File: config.mk
export PLATFORM = sky130hd
export DESIGN_NAME = adc_conversion_control
export DESIGN_NICKNAME = d
export VERILOG_FILES = /design/src/include/adc_ctrl_pkg.sv /design/src/adc_clock_gen.sv /design/src/adc_conversion_control.sv /design/src/adc_sar_step.sv
export SDC_FILE = /design/constraint.sdc
export NUM_CORES = 1
export LEC_CHECK = 0
export BUFFER_PORTS_ARGS = -buffer_cell sky130_fd_sc_hd__buf_4
export CORE_AREA = 3 3 105 107
export DETAILED_ROUTE_END_ITERATION = 12
export DIE_AREA = 0 0 108 110
export HOLD_SLACK_MARGIN = 0.03
export MAX_ROUTING_LAYER = met4
export SYNTH_ARGS = -nofsm -noshare
export SYNTH_HDL_FRONTEND = slang
export SYNTH_HIERARCHICAL = 1
export SYNTH_SLANG_ARGS = --single-unit
File: constraint.sdc
create_clock -name i_clk -period 1.9 [get_ports i_clk]
set_input_delay 0.475 -clock i_clk [delete_from_list [all_inputs] [get_ports i_clk]]
set_output_delay 0.475 -clock i_clk [all_outputs]
set_load 0.05 [all_outputs]
File: src/include/adc_ctrl_pkg.sv
// Package with register map, field positions and timing counts for the converter control.
package adc_ctrl_pkg;
  localparam logic [7:0] ADDR_CONVERTER_CONTROL = 8'h1f;
  localparam logic [7:0] ADDR_CONVERSION_RESULT = 8'h1e;
  localparam logic [7:0] ADDR_PIN_ANALOG_CONFIG = 8'h20;
  localparam logic [7:0] ADDR_IRQ_STATUS = 8'h21;
  localparam logic [7:0] ADDR_IRQ_MASK = 8'h22;
  localparam logic [7:0] CONTROL_RESET = 8'h00;
  localparam logic [7:0] CONTROL_WRITE_MASK = 8'hdd;
  localparam logic [2:0] PIN_CONFIG_RESET = 3'h0;
  localparam int CLK_SEL_HI = 7;
  localparam int CLK_SEL_LO = 6;
  localparam int CHAN_SEL_HI = 4;
  localparam int CHAN_SEL_LO = 3;
  localparam int START_DONE_BIT = 2;
  localparam int POWER_ON_BIT = 0;
  localparam int CFG_PCFG_HI = 1;
  localparam int CFG_PCFG_LO = 0;
  localparam int CFG_VREF_BIT = 2;
  localparam int IRQ_DONE_BIT = 0;
  localparam int IRQ_PINCHG_BIT = 1;
  localparam int IRQ_EXT_BIT = 2;
  localparam logic [4:0] DIV2_HALF = 5'h00;
  localparam logic [4:0] DIV8_HALF = 5'h03;
  localparam logic [4:0] DIV32_HALF = 5'h0f;
  localparam logic [2:0] SAR_LAST_BIT = 3'h0;
  localparam logic [3:0] INPUT_PINS_ANALOG = 4'hf;
  typedef enum logic [1:0] {
    ST_IDLE = 2'b00,
    ST_SAMPLE = 2'b01,
    ST_CONVERT = 2'b11,
    ST_FINISH = 2'b10
  } conv_state_type;
endpackage

File: src/adc_clock_gen.sv
// Conversion clock tick generator: system clock divided, or internal RC tick.
`timescale 1ns/1ps
module adc_clock_gen (
  input wire logic i_clk,
  input wire logic i_srst,
  input wire logic i_run,
  input wire logic [1:0] i_select,
  input wire logic i_rc_tick,
  output logic o_tick
);
  typedef struct packed {
    logic [4:0] count;
    logic tick;
  } state_type;
  state_type state_reg;
  state_type state_next;
  logic [4:0] half;

  // Divider counts one half period; the RC code passes the free-running tick.
  always_comb begin
    state_next = state_reg;
    state_next.tick = 1'b0;
    case (i_select)
      2'b00: half = adc_ctrl_pkg::DIV2_HALF;
      2'b01: half = adc_ctrl_pkg::DIV8_HALF;
      2'b10: half = adc_ctrl_pkg::DIV32_HALF;
      default: half = adc_ctrl_pkg::DIV2_HALF;
    endcase
    if (!i_run) begin
      state_next.count = 5'h00;
    end else if (i_select == 2'b11) begin
      state_next.tick = i_rc_tick;
    end else if (state_reg.count >= half) begin
      state_next.count = 5'h00;
      state_next.tick = 1'b1;
    end else begin
      state_next.count = state_reg.count + 5'h01;
    end
  end

  always_ff @(posedge i_clk) begin
    if (i_srst) begin
      state_reg <= '0;
    end else begin
      state_reg <= state_next;
    end
  end

  assign o_tick = state_reg.tick;
endmodule // adc_clock_gen

File: src/adc_conversion_control.sv
// Control, result and pin configuration logic of the four-input converter.
`timescale 1ns/1ps

// Overview of operation
// - Four inputs, 8-bit result per conversion.
// - Successive approximation, one bit per step.
// - Reference is supply or reference pin.
// - Conversions continue during sleep.
// - Result, operation control, pin configuration registers.
// - Pins set analog or digital, reference option.
// - Analog pins read zero; analog after reset.
// - Config write may set pin-change, external flags.
// - Clock select: divide 2, 8, 32, RC.
// - Channel select picks one of four inputs.
// - Writing start begins conversion; reads busy.
// - Start bit clears when conversion finishes.
// - Power bit enables; clear shuts converter off.
// - Operation control resets to zero.
module adc_conversion_control (
  input wire logic i_clk,
  input wire logic i_srst,
  input wire logic [7:0] i_addr,
  input wire logic [7:0] i_wdata,
  input wire logic i_wr,
  input wire logic i_rd,
  input wire logic i_comp_above,
  input wire logic i_rc_tick,
  input wire logic i_sleep,
  input wire logic [3:0] i_pin_digital,
  output logic [7:0] o_rdata,
  output logic [7:0] o_dac_code,
  output logic [1:0] o_channel,
  output logic o_sample,
  output logic o_vref_external,
  output logic o_analog_power,
  output logic [3:0] o_pin_analog,
  output logic [3:0] o_pin_read,
  output logic o_pin_change_flag,
  output logic o_external_irq_flag,
  output logic o_irq
);
  typedef struct packed {
    adc_ctrl_pkg::conv_state_type fsm;
    logic [7:0] control;
    logic [7:0] result;
    logic [2:0] pin_cfg;
    logic [2:0] irq_status;
    logic [2:0] irq_mask;
    logic [3:0] pin_view;
    logic [7:0] rdata;
    logic sample;
    logic irq;
    logic [3:0] pin_analog;
    logic vref_ext;
  } state_type;
  state_type state_reg;
  state_type state_next;

  logic conv_tick;
  logic sar_begin;
  logic [7:0] sar_trial;
  logic sar_last;
  logic running;
  logic [3:0] analog_mask;
  logic [3:0] new_view;
  logic [7:0] ctl_written;

  assign running = (state_reg.fsm != adc_ctrl_pkg::ST_IDLE);
  assign sar_begin = (state_reg.fsm == adc_ctrl_pkg::ST_SAMPLE) && conv_tick;

  // Conversion clock from the selected divider or the RC tick.
  adc_clock_gen u_clock_gen (
    .i_clk(i_clk),
    .i_srst(i_srst),
    .i_run(running),
    .i_select(state_reg.control[adc_ctrl_pkg::CLK_SEL_HI:adc_ctrl_pkg::CLK_SEL_LO]),
    .i_rc_tick(i_rc_tick),
    .o_tick(conv_tick)
  );

  // Bit-per-step approximation of the sampled input.
  adc_sar_step u_sar (
    .i_clk(i_clk),
    .i_srst(i_srst),
    .i_begin(sar_begin),
    .i_tick(conv_tick && (state_reg.fsm == adc_ctrl_pkg::ST_CONVERT)),
    .i_comp_above(i_comp_above),
    .o_trial(sar_trial),
    .o_last(sar_last)
  );

  // Pin configuration decode: code 0 all analog, 1 all analog with reference pin,
  // 2 only channel 0 analog, 3 all digital.
  always_comb begin
    case (state_reg.pin_cfg[adc_ctrl_pkg::CFG_PCFG_HI:adc_ctrl_pkg::CFG_PCFG_LO])
      2'b00: analog_mask = adc_ctrl_pkg::INPUT_PINS_ANALOG;
      2'b01: analog_mask = adc_ctrl_pkg::INPUT_PINS_ANALOG;
      2'b10: analog_mask = 4'h1;
      default: analog_mask = 4'h0;
    endcase
    new_view = i_pin_digital & ~analog_mask;
  end

  // Register writes, conversion sequence, flags and read data in one next-state block.
  always_comb begin
    state_next = state_reg;
    ctl_written = i_wdata & adc_ctrl_pkg::CONTROL_WRITE_MASK;
    state_next.pin_view = new_view;
    state_next.rdata = 8'h00;
    // Pin views and reference choice are registered so the outputs come from flip-flops.
    state_next.pin_analog = analog_mask;
    state_next.vref_ext = (state_reg.pin_cfg[1:0] == 2'b01) |
      state_reg.pin_cfg[adc_ctrl_pkg::CFG_VREF_BIT];
    if (i_wr) begin
      case (i_addr)
        adc_ctrl_pkg::ADDR_CONVERTER_CONTROL: begin
          // Start is only honoured while powered; software can clear it mid-conversion only by clearing power,
          // which also aborts the conversion, keeping the result and done flag coherent.
          state_next.control = ctl_written;
          state_next.control[adc_ctrl_pkg::START_DONE_BIT] =
            (ctl_written[adc_ctrl_pkg::START_DONE_BIT] &&
             ctl_written[adc_ctrl_pkg::POWER_ON_BIT]) || running;
          if (!ctl_written[adc_ctrl_pkg::POWER_ON_BIT]) begin
            state_next.control[adc_ctrl_pkg::START_DONE_BIT] = 1'b0;
          end
        end
        adc_ctrl_pkg::ADDR_PIN_ANALOG_CONFIG: state_next.pin_cfg = i_wdata[2:0];
        adc_ctrl_pkg::ADDR_IRQ_STATUS: state_next.irq_status = state_reg.irq_status &
          ~i_wdata[2:0];
        adc_ctrl_pkg::ADDR_IRQ_MASK: state_next.irq_mask = i_wdata[2:0];
        default: ;
      endcase
    end
    // A changed digital view raises the pin-change flag, and the external flag if pin 2 changed; placed after the clear so a set wins.
    if (new_view != state_reg.pin_view) begin
      state_next.irq_status[adc_ctrl_pkg::IRQ_PINCHG_BIT] = 1'b1;
      if (new_view[2] != state_reg.pin_view[2]) begin
        state_next.irq_status[adc_ctrl_pkg::IRQ_EXT_BIT] = 1'b1;
      end
    end
    // Sequencer; runs on the system clock regardless of sleep.
    case (state_reg.fsm)
      adc_ctrl_pkg::ST_IDLE: begin
        if (state_next.control[adc_ctrl_pkg::START_DONE_BIT]) begin
          state_next.fsm = adc_ctrl_pkg::ST_SAMPLE;
        end
      end
      adc_ctrl_pkg::ST_SAMPLE: begin
        if (conv_tick) begin
          state_next.fsm = adc_ctrl_pkg::ST_CONVERT;
        end
      end
      adc_ctrl_pkg::ST_CONVERT: begin
        if (conv_tick && sar_last) begin
          state_next.fsm = adc_ctrl_pkg::ST_FINISH;
        end
      end
      adc_ctrl_pkg::ST_FINISH: begin
        state_next.result = sar_trial;
        state_next.control[adc_ctrl_pkg::START_DONE_BIT] = 1'b0;
        state_next.irq_status[adc_ctrl_pkg::IRQ_DONE_BIT] = 1'b1;
        state_next.fsm = adc_ctrl_pkg::ST_IDLE;
      end
      default: state_next.fsm = adc_ctrl_pkg::ST_IDLE;
    endcase
    // Power removal aborts any conversion in flight.
    if (!state_next.control[adc_ctrl_pkg::POWER_ON_BIT]) begin
      state_next.fsm = adc_ctrl_pkg::ST_IDLE;
      state_next.control[adc_ctrl_pkg::START_DONE_BIT] = 1'b0;
    end
    state_next.sample = (state_next.fsm == adc_ctrl_pkg::ST_SAMPLE);
    if (i_rd) begin
      case (i_addr)
        adc_ctrl_pkg::ADDR_CONVERTER_CONTROL: state_next.rdata = state_reg.control;
        adc_ctrl_pkg::ADDR_CONVERSION_RESULT: state_next.rdata = state_reg.result;
        adc_ctrl_pkg::ADDR_PIN_ANALOG_CONFIG: state_next.rdata = {5'h00, state_reg.pin_cfg};
        adc_ctrl_pkg::ADDR_IRQ_STATUS: state_next.rdata = {5'h00, state_reg.irq_status};
        adc_ctrl_pkg::ADDR_IRQ_MASK: state_next.rdata = {5'h00, state_reg.irq_mask};
        default: state_next.rdata = 8'h00;
      endcase
    end
    state_next.irq = |(state_next.irq_status & state_next.irq_mask);
  end

  // All state registered together; reset leaves every pin analog and the converter off.
  always_ff @(posedge i_clk) begin
    if (i_srst) begin
      state_reg <= '0;
      state_reg.control <= adc_ctrl_pkg::CONTROL_RESET;
      state_reg.pin_cfg <= adc_ctrl_pkg::PIN_CONFIG_RESET;
      state_reg.pin_analog <= adc_ctrl_pkg::INPUT_PINS_ANALOG;
    end else begin
      state_reg <= state_next;
    end
  end

  // Sleep only gates nothing here; the input is kept for the integration.
  logic unused_sleep;
  assign unused_sleep = i_sleep;

  assign o_rdata = state_reg.rdata;
  assign o_dac_code = sar_trial;
  assign o_channel = state_reg.control[adc_ctrl_pkg::CHAN_SEL_HI:adc_ctrl_pkg::CHAN_SEL_LO];
  assign o_sample = state_reg.sample;
  assign o_vref_external = state_reg.vref_ext;
  assign o_analog_power = state_reg.control[adc_ctrl_pkg::POWER_ON_BIT];
  assign o_pin_analog = state_reg.pin_analog;
  assign o_pin_read = state_reg.pin_view;
  assign o_pin_change_flag = state_reg.irq_status[adc_ctrl_pkg::IRQ_PINCHG_BIT];
  assign o_external_irq_flag = state_reg.irq_status[adc_ctrl_pkg::IRQ_EXT_BIT];
  assign o_irq = state_reg.irq;
endmodule // adc_conversion_control

File: src/adc_sar_step.sv
// Successive-approximation register: one result bit decided per tick.
`timescale 1ns/1ps
module adc_sar_step (
  input wire logic i_clk,
  input wire logic i_srst,
  input wire logic i_begin,
  input wire logic i_tick,
  input wire logic i_comp_above,
  output logic [7:0] o_trial,
  output logic o_last
);
  typedef struct packed {
    logic [7:0] trial;
    logic [2:0] bit_idx;
  } state_type;
  state_type state_reg;
  state_type state_next;

  // Keep or drop the bit under test from the comparator, then try the next one.
  always_comb begin
    state_next = state_reg;
    if (i_begin) begin
      state_next.trial = 8'h80;
      state_next.bit_idx = 3'h7;
    end else if (i_tick) begin
      if (i_comp_above) begin
        state_next.trial[state_reg.bit_idx] = 1'b0;
      end
      if (state_reg.bit_idx != adc_ctrl_pkg::SAR_LAST_BIT) begin
        state_next.bit_idx = state_reg.bit_idx - 3'h1;
        state_next.trial[state_reg.bit_idx - 3'h1] = 1'b1;
      end
    end
  end

  always_ff @(posedge i_clk) begin
    if (i_srst) begin
      state_reg <= '0;
    end else begin
      state_reg <= state_next;
    end
  end

  assign o_trial = state_reg.trial;
  assign o_last = (state_reg.bit_idx == adc_ctrl_pkg::SAR_LAST_BIT);
endmodule // adc_sar_step

; After elaboration in Yosys (flattened, before gate mapping)
; Index checks and enable logic that the tools add are counted.
[classes]
order_cmp = 5
addsub = 2
n_eq_ne = 16
n_reduce_logical = 23
bitwise_logic = 12
n_mux = 30
[op_table]
columns = cell, count
row1 = case mux 8 bit (5 select lines), 1
row2 = 2-to-1 mux 11 bit, 3
row3 = "== test 8 x 6 -> 1 bit, second input constant", 3
row4 = 2-to-1 mux 8 bit, 3
row5 = "== test 8 x 5 -> 1 bit, second input constant", 2
row6 = case mux 4 bit (2 select lines), 2
row7 = 2-to-1 mux 3 bit, 4
row8 = "== test 2 bit, second input constant", 5
row9 = 2-to-1 mux 2 bit, 5
row10 = AND 8 bit, 1
row11 = "== test 2 x 1 -> 1 bit, second input constant", 4
row12 = "less-than comparator 3 x 4 -> 1 bit, second input constant", 2
row13 = NOT 8 bit, 1
row14 = bitwise OR 8 bit, 1
row15 = case mux 2 bit (4 select lines), 1
row16 = OR reduction 2 bit, 4
row17 = 2-to-1 mux 1 bit, 7
row18 = AND 3 bit, 2
row19 = demux 1 bit (select 3 bit), 2
row20 = "greater-or-equal comparator 3 x 1 -> 1 bit, second input constant", 2
row21 = logical AND 1 bit, 6
row22 = 2-to-1 mux 6 bit, 1
row23 = AND reduction 2 bit, 3
row24 = nonzero test 2 bit, 3
row25 = 16 further kinds, 20
[word_totals]
input_bits = 27
wordCells = 107
reg_bits = 61
out_inout_bits = 32

; Longest topological paths before layout
[depth]
word_depth = 13
mapped_depth = 9
depth_no_buf = 9

; Hierarchy
; Netlist, hierarchy kept.
[by_module_without_submodules]
columns = module, area_each_um2, cells_per_inst, instances, seq_area_each_um2
row1 = adc_conversion_control, 1974.4, 225, 1, 840.8
row2 = adc_sar_step, 690.7, 78, 1, 220.2
row3 = adc_clock_gen, 394.1, 47, 1, 120.1

; Worst setup path after synthesis
; No wires, ideal clock.
[synth_path]
kind = register -> register
from = register state_reg[42] in the netlist's numbering
to = register u_clock_gen/state_reg[4] in the netlist's numbering
required_time_ns = 1.777
synth_period_minus_slack_ns = 1.885
arrival_ns = 1.762
path_buffers = 0
setup_slack_ns = 0.015
stages_incl_launch_ff = 9
setup_ns = 0.123
path_cell_list = dfxtp_1 inv_1 ha_1 inv_1 ha_1 o21ai_0 a211o_2 or2_2 nor3b_1
[synth_via]
elab_chain_cells = 4
elab_cells_between_ends = 6
classes_between = 1 x order compare / 3 x eq/ne / 2 x mux
[synth_rtl]
columns = element, line_no
row1 = from (decl), adc_conversion_control.sv:56  ; state_type state_reg;
row2 = from (signal assigned), adc_conversion_control.sv:193  ; state_reg <= state_next;
row3 = == test 2 bit / == test 2 x 1 -> 1 bit (equally long branches), adc_clock_gen.sv:23  ; case (i_select)
row4 = case mux 4 bit (2 select lines), adc_clock_gen.sv:23
row5 = greater-or-equal comparator 5 x 4 -> 1 bit, adc_clock_gen.sv:33  ; end else if (state_reg.count >= half) begin
row6 = 2-to-1 mux 5 bit, adc_clock_gen.sv:33
row7 = to (signal assigned), adc_clock_gen.sv:45  ; state_reg <= state_next;
row8 = to (decl), adc_clock_gen.sv:15  ; state_type state_reg;
; Parallel ways exist; a longest one is shown, timed or not.
; A chain may end at the register's enable or synchronous reset.

; Worst setup path in the final report
; Ends and elaborated chain as after synthesis.

==> impl_metrics.ini <==
[sta]
period_minus_slack_ps = 1810
fin_crit_sh_pct = 95.4
rsz0062_at_grt = no
maxSlewViolCount = 0
worstMarginPinSlew_ps = 401
finalSetupViolCount = 0
fmax_mhz = 552
holdWs_ps = 365
hold_viol_final = 0
slew_headroom_pct = 73.1
fin_skew_ps = 7.42

[clock_network]
clk_latency_ps = 330
cts_max_path_buffers = 2
clock_sink_count = 59
cts_hold_buf = 0
cts_tree = built
path_clk_slew_ps = 70
htree_levels = 3
cts_buffers = 9
post_cts_buffers = 0
cts_resized = 0
cts_root_buf = clkbuf_8

[route]
vias = 2637
post-route-drc-count = 0
vias_per_cell = 4.89
wl_per_cell_um = 13.7
drt-initial-drc-count = 145
drt_wl_total_um = 7390
dr.pass1.iters = 4
ant_nets = 0

[logic_synthesis]
synth_edf_count = 0
ys.flop_type = dfxtp_1
yosysWarnings = 6
ys_types = 62
synth_area_leaders = dfxtp_1 39%, buf_4 6.9%, nand2_1 4.8%
syn_area_per_cell_sq_um = 8.74
synth.most_common_cell = dfxtp_1
ys_seq_area_share_pct = 38.6
synth_cells = 350
synth_seq_cells = 59
yosysTopAreaCellShare_pct = 38.6
synth_nets = 386
yosysTopAreaCell = dfxtp_1
synth.cell_area_sq_um = 3060
synthArstFlopShare_pct = 0
yosys-top-cells-count = 59 x dfxtp_1, 39 x nand2_1, 32 x nor2_1

[critical_path]
rr_worst_depth = 8
critical_path_required_ps = 2110
crit_type = flip-flop to flip-flop
worstSetupStartpointType = flip-flop
r2r_setup_slack_ps = 90
cp_data_arrival_time_ps = 2020
cp_max_fo = 3
setup.worst_path.end_class = flip-flop
r2r_end = u_clock_gen/state_reg[4]$_SDFFE_PP0N_
reg2reg_from = state_reg[42]$_SDFFE_PP0P_

[place]
io_buffers = 56
gp_congestion = 0.881
hpwlAfterDp_um = 5650

[pwr]
power.share.switching_pct = 20.0
power_density_nw_per_um2 = 709
switching_power_mw = 0.537
clkPwrFrac_pct = 49.4
seqPwrFrac_pct = 46.0
intPower_mw = 2.15
combPwrFrac_pct = 4.6
leakagePower_nw = 1.49
irDropWorstVdd_v = 0.000266

[global_route]
first_global_vias = 2536
grt_util_all_layers_pct = 13.3
grt_max_degree = 25
grt_pass1_wl_um = 12300
antenna_found_initial = 0
grt-ovfl-total = 0

[finish]
drive_gt1_share_pct = 27.8
diodes = 0
nFillCells = 1044
utilization_pct = 37.1
finalNetCount = 435
seqCellArea_sq_um = 1180
largest_reg_flops = 20
areaGrowthSynthToFinish_pct = 24.0
multi_input_area_sq_um = 1580

[min_path]
hold_depth = 2
whs_endpoint = o_pin_read[3]$_SDFF_PP0_
worstHoldStart = i_pin_digital[3]
hold_path.class = input port to flip-flop

[die]
fp.dieH_um = 110
num_rows = 37
start_util_pct = 29.9
ios = 59
fp.dieW_um = 108
core_sq_um = 10200
die_area_sq_um = 11900

[status]
outcome = finished, final reports clean

[flow_run]
max_cap_viol_count = 0
-- final cells by class --
class / instances / share of cell area (%)
tap: 136 / 4.48
sequential: 59 / 31.2
multi-input combinational: 234 / 41.5
clock inverter: 6 / 2.77
clock buffer: 9 / 3.26
inverter: 21 / 2.14
timing repair buffer: 74 / 14.6
-- routing by layer --
| metal | global-route usage [%] | routed length (um) | share of wire (%) |
|---|---|---|---|
| met5 | - | 0 | 0 |
| met3 | 4.60 | 507 | 6.9 |
| met4 | 3.07 | 46 | 0.62 |
| met2 | 20.9 | 3450 | 47 |
| met1 | 16.4 | 3380 | 46 |
-- worst max-delay path by stage --
stage	startpoint	to	cells after the start
5_1_grt	state_reg[42]$_SDFFE_PP0P_	u_clock_gen/state_reg[4]$_SDFFE_PP0N_	8
3_5_place_dp	i_addr[4]	o_irq$_SDFF_PP0_	5
2_1_floorplan	state_reg[42]$_SDFFE_PP0P_	u_clock_gen/state_reg[4]$_SDFFE_PP0N_	8
6_report	state_reg[42]$_SDFFE_PP0P_	u_clock_gen/state_reg[4]$_SDFFE_PP0N_	8
4_1_cts	state_reg[42]$_SDFFE_PP0P_	u_clock_gen/state_reg[4]$_SDFFE_PP0N_	8
3_3_place_gp	i_addr[4]	o_irq$_SDFF_PP0_	5
-- kinds of logic (layout without fill, tap and decap cells) --
family,count (synthesis),after routing,synth area share [%]
multiplexers,17,17,5.73
buffers and inverters,57,110,10.8
flip-flops,59,59,38.6
adder cells (fa/ha/maj),9,9,3.68
XOR/XNOR,4,4,1.15
AO/OA/AOI/OAI,65,65,14.8
AND/OR/NAND/NOR,139,139,25.2
-- cells in the final DEF, fill, tap and decap left out, types with 4 or more instances in the layout --
master    synthesis  final
clkbuf_8          0      9
nor2b_1           5      5
ha_1              9      7
nand4_1           5      5
nor2_1           32     31
a21oi_1          21     21
nand2b_1          5      5
nand3b_1          4      4
nand3_1           7      7
inv_1            20     19
nor4_1            5      5
dfxtp_1          59     58
mux2_2            4      4
o22ai_1           4      4
buf_4            28     74
mux2i_1          13     13
o31ai_1           5      5
nor3b_1           6      6
and2_1            5      5
nand2_1          39     39
-- metrics by stage --
step	setup WS, ps	instances	setup TNS, ps	total power, mW	area (sq um)
after CTS	0.264	539	0	2.73	3760
after detailed placement	2.90	524	0	1.39	3530
after floorplan	15.3	350	0	1.31	3060
after global routing	14.2	539	0	2.80	3790
after global placement	-4.95	524	-4.95	1.39	3530
final	88.2	539	0	2.69	3790
-- power by group through the flow --
stage               Clock, mW  Sequential (mW)  Combinational (mW)
floorplan                   0             1.27              0.0451
global placement            0             1.27               0.123
detailed placement          0             1.27               0.124
CTS                      1.37             1.24               0.125
global route             1.43             1.24               0.136
finish                   1.33             1.24               0.125
-- worst max-delay path, cell delays in order (launching register included) --
cell and delay [ps]:
dfxtp_2 320, inv_1 60, ha_4 270, inv_2 40, ha_4 250, o21ai_1 60
a211o_2 340, or2_4 230, nor3b_1 130
Power figures use the tool's default switching activity.
